<file path="src/rtl/rqa_pkg.sv">
package rqa_pkg;

	// master ports, listed in static order: lowest id wins a tie
	localparam int NUM_MASTERS  = 5;
	localparam int ID_W         = 3;
	localparam int DATA_W       = 32;
	localparam int RAM_ADDR_W   = 13;
	localparam int QOS_W        = 2;
	localparam int QOS_LSB      = 0;
	localparam int QOS_MSB      = QOS_LSB + QOS_W - 1;

	localparam logic [ID_W-1:0] PORT_CPU   = 3'h0;
	localparam logic [ID_W-1:0] PORT_DMA   = 3'h1;
	localparam logic [ID_W-1:0] PORT_CAN   = 3'h2;
	localparam logic [ID_W-1:0] PORT_TRACE = 3'h3;
	localparam logic [ID_W-1:0] PORT_DEBUG = 3'h4;

	// service priority levels, a higher code ranks higher
	typedef logic [QOS_W-1:0] rqa_level_t;
	localparam rqa_level_t QOS_BACKGROUND = 2'h0;
	localparam rqa_level_t QOS_BANDWIDTH  = 2'h1;
	localparam rqa_level_t QOS_LATENCY    = 2'h2;
	localparam rqa_level_t QOS_CRITICAL   = 2'h3;

	localparam rqa_level_t TRACE_LEVEL     = QOS_CRITICAL;
	localparam rqa_level_t DEBUG_LEVEL     = QOS_BANDWIDTH;
	localparam rqa_level_t CPU_LEVEL_RESET = QOS_BACKGROUND;

	// register byte addresses on the APB
	localparam logic [31:0] CPU_LEVEL_ADDR = 32'h41007110;
	localparam logic [31:0] STATUS_ADDR    = 32'h41007114;

	// status word layout
	localparam int STAT_PEND_LSB = 0;
	localparam int STAT_LAST_LSB = 8;

	typedef struct packed {
		logic                  valid;
		logic                  write;
		logic [RAM_ADDR_W-1:0] addr;
		logic [DATA_W-1:0]     wdata;
	} rqa_req_t;

	typedef struct packed {
		logic                  en;
		logic                  write;
		logic [RAM_ADDR_W-1:0] addr;
		logic [DATA_W-1:0]     wdata;
	} rqa_ram_cmd_t;

	typedef struct packed {
		logic              psel;
		logic              penable;
		logic              pwrite;
		logic [31:0]       paddr;
		logic [DATA_W-1:0] pwdata;
	} rqa_apb_req_t;

	typedef struct packed {
		logic              pready;
		logic [DATA_W-1:0] prdata;
		logic              pslverr;
	} rqa_apb_rsp_t;

	typedef struct packed {
		rqa_apb_rsp_t rsp;
		rqa_level_t   cpu_level;
	} rqa_apb_state_t;

	typedef struct packed {
		logic [NUM_MASTERS-1:0] grant;
		logic [NUM_MASTERS-1:0] waited;
		rqa_ram_cmd_t           cmd;
		logic                   rd_pend;
		logic [ID_W-1:0]        rd_id;
		logic [NUM_MASTERS-1:0] rsp_valid;
		logic [DATA_W-1:0]      rdata;
		logic [ID_W-1:0]        last_id;
	} rqa_arb_state_t;

endpackage : rqa_pkg

</file>
<file path="src/rtl/rqa_pick.sv">
`timescale 1ns/100ps
`default_nettype none
module rqa_pick import rqa_pkg::*; (
	// candidates
	input  wire logic [NUM_MASTERS-1:0]        eligible,
	input  wire rqa_level_t [NUM_MASTERS-1:0]  level,
	// winner
	output logic                               win_valid,
	output logic [ID_W-1:0]                    win_id,
	output logic [NUM_MASTERS-1:0]             win_onehot
);

	// strict greater keeps the earlier, lower id on a tie
	function automatic logic beats(input rqa_level_t a, input rqa_level_t b);
		beats = a > b;
	endfunction : beats

	always_comb begin
		win_valid  = 1'b0;
		win_id     = '0;
		win_onehot = '0;
		for (int i = 0; i < NUM_MASTERS; i++) begin
			if (eligible[i] && (!win_valid || beats(level[i], level[win_id]))) begin
				win_valid = 1'b1;
				win_id    = ID_W'(i);
			end
		end
		if (win_valid) begin
			win_onehot[win_id] = 1'b1;
		end
	end

endmodule : rqa_pick
`default_nettype wire

</file>
<file path="src/rtl/rqa_apb_reg.sv">
`timescale 1ns/100ps
`default_nettype none
module rqa_apb_reg import rqa_pkg::*; (
	// clock and reset
	input  wire logic         pclk,
	input  wire logic         presetn,
	// apb
	input  wire rqa_apb_req_t apb_req,
	output rqa_apb_rsp_t      apb_rsp,
	// block side
	input  wire logic [31:0]  status,
	output rqa_level_t        cpu_level
);

	rqa_apb_state_t st;
	rqa_apb_state_t next_st;

	always_comb begin
		next_st = st;
		next_st.rsp.pready  = 1'b0;
		next_st.rsp.pslverr = 1'b0;
		next_st.rsp.prdata  = '0;
		// answer prepared in setup, shown in the first access cycle
		if (apb_req.psel && !apb_req.penable) begin
			next_st.rsp.pready = 1'b1;
			if (apb_req.paddr == CPU_LEVEL_ADDR) begin
				next_st.rsp.prdata = DATA_W'(st.cpu_level);
			end else if (apb_req.paddr == STATUS_ADDR) begin
				next_st.rsp.prdata = status;
			end else begin
				next_st.rsp.pslverr = 1'b1;
			end
		end
		if (apb_req.psel && apb_req.penable && st.rsp.pready && apb_req.pwrite
				&& apb_req.paddr == CPU_LEVEL_ADDR) begin
			next_st.cpu_level = apb_req.pwdata[QOS_MSB:QOS_LSB];
		end
	end

	always_ff @(posedge pclk or negedge presetn) begin
		if (!presetn) begin
			st <= '{rsp: '0, cpu_level: CPU_LEVEL_RESET};
		end else begin
			st <= next_st;
		end
	end

	assign apb_rsp   = st.rsp;
	assign cpu_level = st.cpu_level;

endmodule : rqa_apb_reg
`default_nettype wire

</file>
<file path="src/rtl/ram_qos_arbiter.sv">
`timescale 1ns/100ps
`default_nettype none
module ram_qos_arbiter import rqa_pkg::*; (
	// clock and reset
	input  wire logic                     pclk,
	input  wire logic                     presetn,
	// apb slave
	input  wire rqa_apb_req_t             apb_req,
	output rqa_apb_rsp_t                  apb_rsp,
	// master requests, indexed by port id
	input  wire rqa_req_t [NUM_MASTERS-1:0] req,
	input  wire rqa_level_t               dma_level,
	input  wire rqa_level_t               can_level,
	// master answers
	output logic [NUM_MASTERS-1:0]        grant,
	output logic [NUM_MASTERS-1:0]        rsp_valid,
	output logic [DATA_W-1:0]             rdata,
	// ram
	output rqa_ram_cmd_t                  ram_cmd,
	input  wire logic [DATA_W-1:0]        ram_rdata
);

	rqa_arb_state_t             st;
	rqa_arb_state_t             next_st;
	rqa_level_t                 cpu_level;
	rqa_level_t [NUM_MASTERS-1:0] level;
	logic [NUM_MASTERS-1:0]     live;
	logic [NUM_MASTERS-1:0]     eligible;
	logic                       win_valid;
	logic [ID_W-1:0]            win_id;
	logic [NUM_MASTERS-1:0]     win_onehot;
	logic [31:0]                status;

	function automatic logic needs_wait(input rqa_level_t lvl);
		needs_wait = lvl < QOS_LATENCY;
	endfunction : needs_wait

	rqa_apb_reg u_regs (
		.pclk      (pclk),
		.presetn   (presetn),
		.apb_req   (apb_req),
		.apb_rsp   (apb_rsp),
		.status    (status),
		.cpu_level (cpu_level)
	);

	always_comb begin
		level             = '0;
		level[PORT_CPU]   = cpu_level;
		level[PORT_DMA]   = dma_level;
		level[PORT_CAN]   = can_level;
		level[PORT_TRACE] = TRACE_LEVEL;
		level[PORT_DEBUG] = DEBUG_LEVEL;
	end

	always_comb begin
		live     = '0;
		eligible = '0;
		for (int i = 0; i < NUM_MASTERS; i++) begin
			// a request seen while its grant shows is the one just served
			live[i]     = req[i].valid && !st.grant[i];
			eligible[i] = live[i] && (!needs_wait(level[i]) || st.waited[i]);
		end
	end

	rqa_pick u_pick (
		.eligible   (eligible),
		.level      (level),
		.win_valid  (win_valid),
		.win_id     (win_id),
		.win_onehot (win_onehot)
	);

	always_comb begin
		status = '0;
		status[STAT_PEND_LSB +: NUM_MASTERS] = live;
		status[STAT_LAST_LSB +: ID_W]        = st.last_id;
	end

	always_comb begin
		next_st        = st;
		next_st.grant  = win_onehot;
		next_st.waited = live & ~win_onehot;
		next_st.cmd    = '0;
		// a read command standing now has its ram data one cycle later
		next_st.rd_pend = st.cmd.en && !st.cmd.write;
		next_st.rd_id   = st.last_id;
		if (win_valid) begin
			next_st.cmd.en    = 1'b1;
			next_st.cmd.write = req[win_id].write;
			next_st.cmd.addr  = req[win_id].addr;
			next_st.cmd.wdata = req[win_id].wdata;
			next_st.last_id   = win_id;
		end
		// ram read data stand the cycle after the command, taken at its end
		next_st.rsp_valid = '0;
		if (st.rd_pend) begin
			next_st.rsp_valid[st.rd_id] = 1'b1;
			next_st.rdata               = ram_rdata;
		end
	end

	always_ff @(posedge pclk or negedge presetn) begin
		if (!presetn) begin
			st <= '0;
		end else begin
			st <= next_st;
		end
	end

	assign grant     = st.grant;
	assign rsp_valid = st.rsp_valid;
	assign rdata     = st.rdata;
	assign ram_cmd   = st.cmd;

endmodule : ram_qos_arbiter
`default_nettype wire

</file>
<file path="config.mk">
export PLATFORM = sky130hd
export DESIGN_NAME = ram_qos_arbiter
export DESIGN_NICKNAME = d
export VERILOG_FILES = /design/src/rtl/rqa_pkg.sv /design/src/rtl/rqa_pick.sv /design/src/rtl/rqa_apb_reg.sv /design/src/rtl/ram_qos_arbiter.sv
export SDC_FILE = /design/constraint.sdc
export NUM_CORES = 1
export LEC_CHECK = 0
export BUFFER_PORTS_ARGS = -buffer_cell sky130_fd_sc_hd__buf_2
export CORE_AREA = 4 4 177 179
export DETAILED_ROUTE_END_ITERATION = 12
export DIE_AREA = 0 0 181 183
export HOLD_SLACK_MARGIN = 0.08
export PLACE_DENSITY_LB_ADDON = 0.25
export SLEW_MARGIN = 20
export SYNTH_ARGS = -nofsm -noshare
export SYNTH_HDL_FRONTEND = slang
export SYNTH_SLANG_ARGS = --single-unit
</file>
<file path="constraint.sdc">
create_clock -name pclk -period 4.7 [get_ports pclk]
set_clock_uncertainty 0.2 [all_clocks]
set_input_delay 0.705 -clock pclk [delete_from_list [all_inputs] [get_ports pclk]]
set_output_delay 0.705 -clock pclk [all_outputs]
set_load 0.01 [all_outputs]
</file>
==> results of run 1 <==
[cells in the final DEF (no fill, tap or decap), drive strengths merged, types with 3 or more instances in the layout]
cell type / Yosys / final
o21a: 3 / 3
nand2b: 9 / 9
o41ai: 42 / 42
ha: 4 / 4
nor2b: 9 / 9
or2: 4 / 4
nand3: 7 / 7
o211ai: 8 / 8
a21o: 3 / 3
mux2: 33 / 33
dfrtp: 112 / 112
o21ai: 12 / 12
a22o: 4 / 4
and2: 3 / 3
nor4b: 3 / 3
a31oi: 7 / 7
conb: 1 / 24
a21oi: 5 / 5
inv: 5 / 10
clkbuf: 23 / 9
and3: 47 / 47
nor3: 5 / 5
nor2: 100 / 100
nand2: 158 / 158
nor4: 3 / 3
buf: 128 / 462
[worst reg2reg max path, stage by stage (launching register included)]
cell       delay [ns]
dfrtp_1          0.39
inv_1            0.08
ha_1             0.23
nor2b_1          0.14
o21a_1           0.17
o21ai_0          0.15
buf_4            0.14
mux2i_1          0.18
ha_1             0.26
nor2b_1          0.15
o2111ai_1        0.18
buf_4            0.16
a21o_1           0.21
o311ai_4         0.15
a221oi_4         0.38
buf_4            0.19
a21oi_4          0.11
buf_4            0.20
and3_1           0.15
o41ai_2          0.40
[final timing paths]
path,end,depth (start not counted)
max,ram_cmd[41],19
min,st[41],0
max reg2reg,ram_cmd[41],19
min reg2reg,st[41],0
max in group asynchronous,ram_cmd[28],3
min in group asynchronous,rdata[1],2
[layout make-up]
| cell class | count | area, um2 | share of cell area, % |
|---|---|---|---|
| clock buffers | 9 | 225 | 2.39 |
| clock inverters | 7 | 96.3 | 1.02 |
| inverters | 5 | 18.8 | 0.199 |
| multi-input cells | 510 | 3220 | 34.2 |
| flip-flops and latches | 112 | 2800 | 29.7 |
| well taps | 390 | 488 | 5.17 |
| repair buffers | 463 | 2580 | 27.4 |
[routing by layer]
metal / GRT usage, % / vias up / wire length, um / share of wire [%]
met2: 24.8 / 316 / 12400 / 49
met4: 4.44 / 0 / 561 / 2.2
li1: - / 3137 / - / -
met3: 4.09 / 30 / 2070 / 8.1
met1: 17.8 / 3027 / 10500 / 41
met5: 0 / - / 0 / 0
[sequential cells by signal (all words and copies together) (netlist names)]
signal / cells
rsp_valid: 5
next_st: 3
ram_cmd: 47
u_regs.apb_rsp: 10
rdata: 32
grant: 5
u_regs.cpu_level: 2
st: 8
[through the flow]
| stage | total power, uW | instance area [um2] |
|---|---|---|
| floorplan | 3840 | 7070 |
| global placement | 4670 | 9110 |
| detailed placement | 4690 | 9110 |
| CTS | 5580 | 9440 |
| global route | 5880 | 9440 |
| finish | 5450 | 9440 |
[cell families (layout without fill, tap and decap cells)]
kind of cell / after synthesis / count (layout) / share of synthesized area, %
muxes: 35 / 35 / 5.61
adders and majority gates: 4 / 4 / 0.717
buffers and inverters: 156 / 484 / 15.2
DFF: 112 / 112 / 40.1
AOI/OAI and AO/OA: 95 / 95 / 15.9
and+or+nand+nor: 352 / 352 / 22.3
other: 1 / 24 / 0.0537
[power by group through the flow]
stage	clock network, uW	logic (uW)	registers, uW
5_1_grt	940	3330	1600
6_report	843	3060	1550
2_1_floorplan	0	2320	1520
3_3_place_gp	0	3100	1560
4_1_cts	911	3120	1550
3_5_place_dp	0	3120	1570
==> reports/results.txt, run 1 <==
LEAKAGE: 0.00497 uW
RSZ-0062 raised after global routing: no
Crit path required time: 4.73 ns
Core area: 0.0296 mm2
Power per cell area: 577 mW/mm2
Fmax: 0.228 GHz
Pint: 3170 uW
Post-CTS setup buffer count: 0
Clk slew on worst S/H paths: 0.09 ns
Post-synthesis area per instance: 9.25 um2
Number of synthesized flops with an enable pin: 0
Hold Buf Count CTS: 1
Max-slew headroom: 57.1%
Period utilization: 93.2%
Clk root buf: clkbuf_16
Dominant cells by area after synthesis: dfrtp_1 40%, buf_4 13%, o41ai_2 9.3%
TritonCTS clock tree: yes
Hold Crit Start: next_st[41]
Largest net degree at the start of global routing: 47
Slew Limit Fails: 0
Least-Margin Pin Slew: 0.643 ns
Worst reg2reg setup slack: 0.37 ns
Reg power frac: 28.4%
Crit-path slowest cell: o41ai_2
Final setup viols: 0
Htree depth: 3
Drt pass-1 iters: 4
Max-Cap Viols: 0
Clk pwr share: 15.5%
CP delay by family, top: compound AO/OA/AOI/OAI gates
Initial Util: 23.6%
# DRC: 0
Post-synthesis sequential area ratio: 40.1%
Die height: 183 um
Post-Syn Area: 0.00698 mm2
Post-synth top flop: dfrtp_1
Finished Layout Cells: 1496
Post-route setup TNS: 0 ns
Post-layout util: 31.9%
Worst r2r src: u_regs.cpu_level[1]
Antenna violations before repair: 0
Worst hold slack: 0.226 ns
Switching power: 2280 uW
Cells after DPL: 1479
Top-count cell post-synth: nand2_1
Slowest stage delay, CP: 0.40 ns
Maximum VDD drop: 0.310 mV
All-Layer GR Usage: 14.5%
Final #Nets: 1445
WL/cell: 17.1 um
CP dominant cell by count: buf_4
Initial DRC Count: 177
Vias per cell: 4.35
Antenna viol nets, final: 0
# port buffers: 408
Crit path from: dma_level[1]
Final-report hold violation count: 0
Yosys warns: 0
Commonest cells post-synth: 158 x nand2_1, 118 x buf_4, 112 x dfrtp_1, 100 x nor2_1, 47 x and3_1
Crit path cell chain: buf_2 -> ha_1 -> nor2b_1 -> o21a_1 -> o21ai_0 -> buf_4 -> mux2i_1 -> ha_1 -> nor2b_1 -> o2111ai_1 -> buf_4 -> a21o_1 -> o311ai_4 -> a221oi_4 -> buf_4 -> a21oi_4 -> buf_4 -> and3_1 -> o41ai_2
Arr. time, crit path: 4.41 ns
DPL Wire Length: 20400 um
Antenna fix cells: 0
Final-layout fill cell count: 3177
Clock buffer depth: 2
Placement Setup Slack: -0.0613 ns
Max FO, Critical Path: 8
Die area: 0.0331 mm2
I/O Pins: 463
Clock Latency Late Sink: 0.36 ns
Clock period minus worst slack: 4.38 ns
Post-cts sizing count: 0
CP startpoint kind: primary input
CTS Buf Count: 9
Post-synthesis cell count: 755
Via count of the first global-routing pass: 6651
Layout cells sized above 1: 51.1%
Area leader, netlist: dfrtp_1
Status: finished, final reports clean
Overflow after GRT: 0
GPL Wtd Cong: 0.882
# rows: 63
CP Buf/Inv Count: 5
CP Class: primary input to register
Yosys cell types: 50
Crit end category: register
Worst hold path type: register to register
Ys async rst share: 100%
Die width: 181 um
Yosys top cell area share: 40.1%
Vias post-DR: 6510
Final setup margin: 0.321 ns
Clock Sinks: 112
WL final: 25500 um
Sw frac: 41.8%
Register bit total from synthesis: 112
First-pass GRT wire length: 37500 um
Comb power frac: 56.2%
Area growth from synthesis to layout: 35.2%
Note: power is estimated with default switching activity, not from simulation.
==> inputs of run 2 (changes only) <==
MAX_ROUTING_LAYER = met4   (was not set)
==> run 2 against run 1 <==
Compared with the run above:
- sequential share of layout area is the same
- utilization unchanged
- combinational power barely moved
- setup slack better by 0.0017 ns
- flip-flop and latch count unchanged
- global-route usage grew 0.41 points
- fmax hardly changed
- sequential power is essentially flat
- design area did not move
- critical endpoint unchanged
- largest cell class unchanged
==> reports/results.txt, run 2 (synthesized netlist as in run 1, its figures left out) <==
Die height: 183 um
Max-slew headroom: 57.5%
Layout cells sized above 1: 51.1%
Initial DRC Count: 179
Drt pass-1 iters: 4
Core area: 0.0296 mm2
Crit-path slowest cell: o41ai_2
Finished Layout Cells: 1496
I/O Pins: 463
Clock period minus worst slack: 4.38 ns
Least-Margin Pin Slew: 0.638 ns
Most frequent cells in the layout: 407 x buf_2, 157 x nand2_1, 112 x dfrtp_1
Vias post-DR: 6526
Power per cell area: 578 mW/mm2
# DRC: 0
All-Layer GR Usage: 14.9%
Fmax: 0.228 GHz
Slowest stage delay, CP: 0.40 ns
Die width: 181 um
Area growth from synthesis to layout: 35.2%
Clock Latency Late Sink: 0.36 ns
Maximum VDD drop: 0.312 mV
# rows: 63
Die area: 0.0331 mm2
Max FO, Critical Path: 8
Arr. time, crit path: 4.41 ns
Vias per cell: 4.36
Final setup viols: 0
Status: finished, final reports clean
Clk root buf: clkbuf_16
Worst hold path type: register to register
TritonCTS clock tree: yes
Commonest non-fill, non-tap cell in the layout: buf_2
Htree depth: 3
CTS Buf Count: 9
Hold Crit Start: next_st[41]
Final-report hold violation count: 0
RSZ-0062 raised after global routing: no
# port buffers: 408
Worst hold slack: 0.232 ns
Crit path cell chain: buf_2 -> ha_1 -> nor2b_1 -> o21a_1 -> o21ai_0 -> buf_4 -> mux2i_1 -> ha_1 -> nor2b_1 -> o2111ai_1 -> buf_4 -> a21o_1 -> o311ai_4 -> a221oi_4 -> buf_4 -> a21oi_4 -> buf_4 -> and3_1 -> o41ai_2
Final setup margin: 0.322 ns
Post-cts sizing count: 0
CP Class: primary input to register
Worst r2r src: u_regs.cpu_level[1]
Antenna fix cells: 0
DPL Wire Length: 20400 um
Max-Cap Viols: 0
Clock Sinks: 112
Overflow after GRT: 0
WL final: 25500 um
Post-route setup TNS: 0 ns
WL/cell: 17.1 um
Crit end category: register
Max FFs per register: 47
Slew Limit Fails: 0
CP startpoint kind: primary input
Placement Setup Slack: -0.0613 ns
Period utilization: 93.1%
Crit path from: dma_level[1]
Final #Nets: 1445
First-pass GRT wire length: 37400 um
Antenna viol nets, final: 0
Cells after DPL: 1479
Via count of the first global-routing pass: 6663
LEAKAGE: 0.00497 uW
Clk slew on worst S/H paths: 0.09 ns
GPL Wtd Cong: 0.897
Clock buffer depth: 2
Largest net degree at the start of global routing: 47
Antenna violations before repair: 0
Initial Util: 23.6%
Crit path required time: 4.74 ns
CP dominant cell by count: buf_4
run 2: cell counts in the layout (fill, tap and decap cells not counted):
Identical to the previous run, type by type.
run 2: through the flow:
stage,power (uW),util (%),cell area [um2]
after floorplan,3840,-,7070
after global placement,4670,30.8,9110
after detailed placement,4690,30.8,9110
after CTS,5580,31.9,9440
after global routing,5880,31.9,9440
final,5460,31.9,9440
run 2: final cells by class:
type	count	area, um2
tap	390	488
clock inverter	7	96.3
timing repair buffer	463	2580
sequential	112	2800
inverter	5	18.8
multi-input combinational	510	3220
clock buffer	9	225
fill	3177	20100
run 2: report_power, final:
group	leakage [uW]	internal [uW]	total, uW	switching (uW)
clock	0.000156	395	845	450
sequential	0.00136	1380	1550	163
combinational	0.00345	1390	3060	1670
run 2: path summary, 6_finish.rpt:
path | slack, ns | depth (start not counted) | to
worst max-delay path | 0.32 | 19 | ram_cmd[41]
worst min-delay path | 0.23 | 0 | st[41]
worst max register to register | 0.37 | 19 | ram_cmd[41]
worst min register to register | 0.23 | 0 | st[41]
max in group asynchronous | 2.67 | 3 | ram_cmd[25]
min in group asynchronous | 0.62 | 2 | rdata[1]
run 2: repair_timing:
item,in CTS,in global routing
endpoints found under the setup margin,0,0
hold buffers,1,0
hold endpoints to repair,31,0
setup buffers,0,0
run 2: worst max-delay path: cells and delay by family:
family,cells,cell delay (ns)
AOI/OAI and AO/OA,8,1.74
adders and majority gates,2,0.55
buffers and inverters,5,0.79
muxes,1,0.18
and+or+nand+nor,3,0.44
run 2: routing by layer:
| layer | up-vias | track usage, % | part of all wire, % |
|---|---|---|---|
| li1 | 3134 | - | - |
| met1 | 3034 | 18.1 | 41 |
| met2 | 328 | 24.9 | 49 |
| met3 | 30 | 3.37 | 8.2 |
| met4 | 0 | 4.44 | 2.1 |
| met5 | - | - | 0 |
==> inputs of run 3 (changes only) <==
CELL_PAD_IN_SITES_DETAIL_PLACEMENT = 0   (was not set)
CELL_PAD_IN_SITES_GLOBAL_PLACEMENT = 2   (was not set)
CORE_AREA = not set   (was 4 4 177 179)
CORE_ASPECT_RATIO = 1.75   (was not set)
CORE_MARGIN = 4   (was not set)
CORE_UTILIZATION = 23   (was not set)
DIE_AREA = not set   (was 0 0 181 183)
==> run 3 against run 2 <==
Compared with the run above:
- combinational power barely moved
- die area up 0.59%
- sequential power about the same
- global-route usage grew 2.4 points
==> reports/results.txt, run 3 (synthesized netlist as in run 1, its figures left out) <==
Status: finished, final reports clean
Crit-path slowest cell: o311a_1
Crit path required time: 4.77 ns
Area growth from synthesis to layout: 34.3%
WL/cell: 19.5 um
Arr. time, crit path: 4.47 ns
RR Endpoint: ram_cmd[23]
Power per cell area: 576 mW/mm2
Antenna violations before repair: 6
Comb power frac: 56.6%
Max FO, Critical Path: 24
Worst hold slack: 0.0984 ns
Vias per cell: 4.37
Die height: 238 um
Vias post-DR: 6515
Finished Layout Cells: 1491
Die area: 0.0333 mm2
Slew Limit Fails: 0
CP startpoint kind: primary input
All-Layer GR Usage: 17.3%
Max-slew headroom: 56.2%
Reg power frac: 28.8%
CP Buf/Inv Count: 5
Worst reg2reg setup slack: 0.30 ns
Final-layout fill cell count: 3378
Max FFs per register: 47
Sw frac: 42.0%
Worst r2r src: u_regs.cpu_level[1]
LEAKAGE: 0.00492 uW
Maximum VDD drop: 0.316 mV
Core area: 0.0301 mm2
Final Cell Area: 0.00938 mm2
GPL Wtd Cong: 0.809
Commonest non-fill, non-tap cell in the layout: buf_2
Final-report hold violation count: 0
Reg2Reg Depth: 20
Antenna viol nets, final: 0
Fmax: 0.227 GHz
Clock Sinks: 112
DPL Wire Length: 22800 um
DP Area: 0.00906 mm2
Cells after DPL: 1468
CTS Buf Count: 9
Worst hold path type: primary input to asynchronous set/reset pin
Pint: 3130 uW
Period utilization: 93.6%
Htree depth: 3
Initial Util: 23.2%
Final setup viols: 0
Clk pwr share: 14.6%
Least-Margin Pin Slew: 0.657 ns
Clk slew on worst S/H paths: 0.09 ns
Clk root buf: clkbuf_16
# DRC: 0
First-pass GRT wire length: 41900 um
CP Class: primary input to register
Post-route setup TNS: 0 ns
Clock period minus worst slack: 4.40 ns
Max-Cap Viols: 0
Largest net degree at the start of global routing: 63
Critical path depth: 20
Crit path cell chain: buf_2 -> ha_1 -> nor2b_1 -> o21a_1 -> o21ai_0 -> buf_4 -> mux2i_1 -> ha_1 -> nand2_1 -> o2111ai_1 -> buf_4 -> a21o_1 -> buf_4 -> o211ai_1 -> a21oi_1 -> o311a_1 -> a21oi_4 -> buf_12 -> nor2_1 -> o41ai_2
Crit end category: register
Slowest stage delay, CP: 0.41 ns
Crit path from: dma_level[1]
Drt pass-1 iters: 4
Setup crit end: ram_cmd[23]
Die width: 140 um
Via count of the first global-routing pass: 6831
CP delay by family, top: compound AO/OA/AOI/OAI gates
WL final: 29000 um
I/O Pins: 463
Post-layout util: 31.2%
CP dominant cell by count: buf_4
Switching power: 2270 uW
TritonCTS clock tree: yes
Overflow after GRT: 0
Most frequent cells in the layout: 407 x buf_2, 157 x nand2_1, 112 x dfrtp_1
Initial DRC Count: 198
Hold Buf Count CTS: 0
# rows: 84
Clock buffer depth: 2
Final #Nets: 1438
Clock Latency Late Sink: 0.38 ns
Layout cells sized above 1: 50.8%
# port buffers: 408
run 3: changes by cell type in the layout (fill, tap and decap cells not counted), sizes merged:
cell | previous run | this run
buf | 462 | 456
clkinvlp | 0 | 2
inv | 10 | 7
diode | 0 | 6
dlygate4sd3 | 1 | 0
run 3: cell type report:
type                    count  area [um2]  share of cell area, %
diodes                      6        15.0                  0.160
clock buffers               9         225                   2.40
clock inverters             6        55.1                  0.587
inverters                   5        18.8                  0.200
multi-input cells         510        3220                   34.4
flip-flops and latches    112        2800                   29.9
well taps                 387         484                   5.16
repair buffers            456        2550                   27.2
run 3: worst min path at each step:
stage	start	to	slack (ns)
2_1_floorplan	next_st[40]	st[40]	0.17
5_1_grt	presetn	ram_cmd[41]	0.14
3_5_place_dp	next_st[41]	st[41]	0.20
4_1_cts	presetn	ram_cmd[33]	0.14
3_3_place_gp	next_st[42]	st[42]	0.20
6_report	presetn	ram_cmd[39]	0.1
run 3: repair_timing:
| action | in CTS | in global routing |
|---|---|---|
| resized for setup | 0 | 1 |
| setup buffers | 0 | 2 |
| endpoints found under the hold margin | 0 | 0 |
| setup endpoints to repair | 0 | 42 |
run 3: metrics by stage:
| stage | power [uW] | setup WS, ns |
|---|---|---|
| 6_report | 5400 | 0.299 |
| 4_1_cts | 5530 | 0.152 |
| 5_1_grt | 5800 | -0.000108 |
| 3_3_place_gp | 4670 | -0.189 |
| 2_1_floorplan | 3840 | 0.353 |
| 3_5_place_dp | 4710 | -0.245 |
run 3: power by group through the flow:
stage               Combinational [uW]  Sequential (uW)  Clock [uW]
floorplan                         2320             1520           0
global placement                  3100             1570           0
detailed placement                3130             1580           0
CTS                               3140             1560         831
global route                      3340             1600         863
finish                            3060             1550         788
run 3: layer usage:
layer | track usage, % | share of wire [%]
met3 | 4.09 | 5.8
met4 | 5.38 | 2.1
met1 | 18.2 | 36
met2 | 31.8 | 56
met5 | - | 0
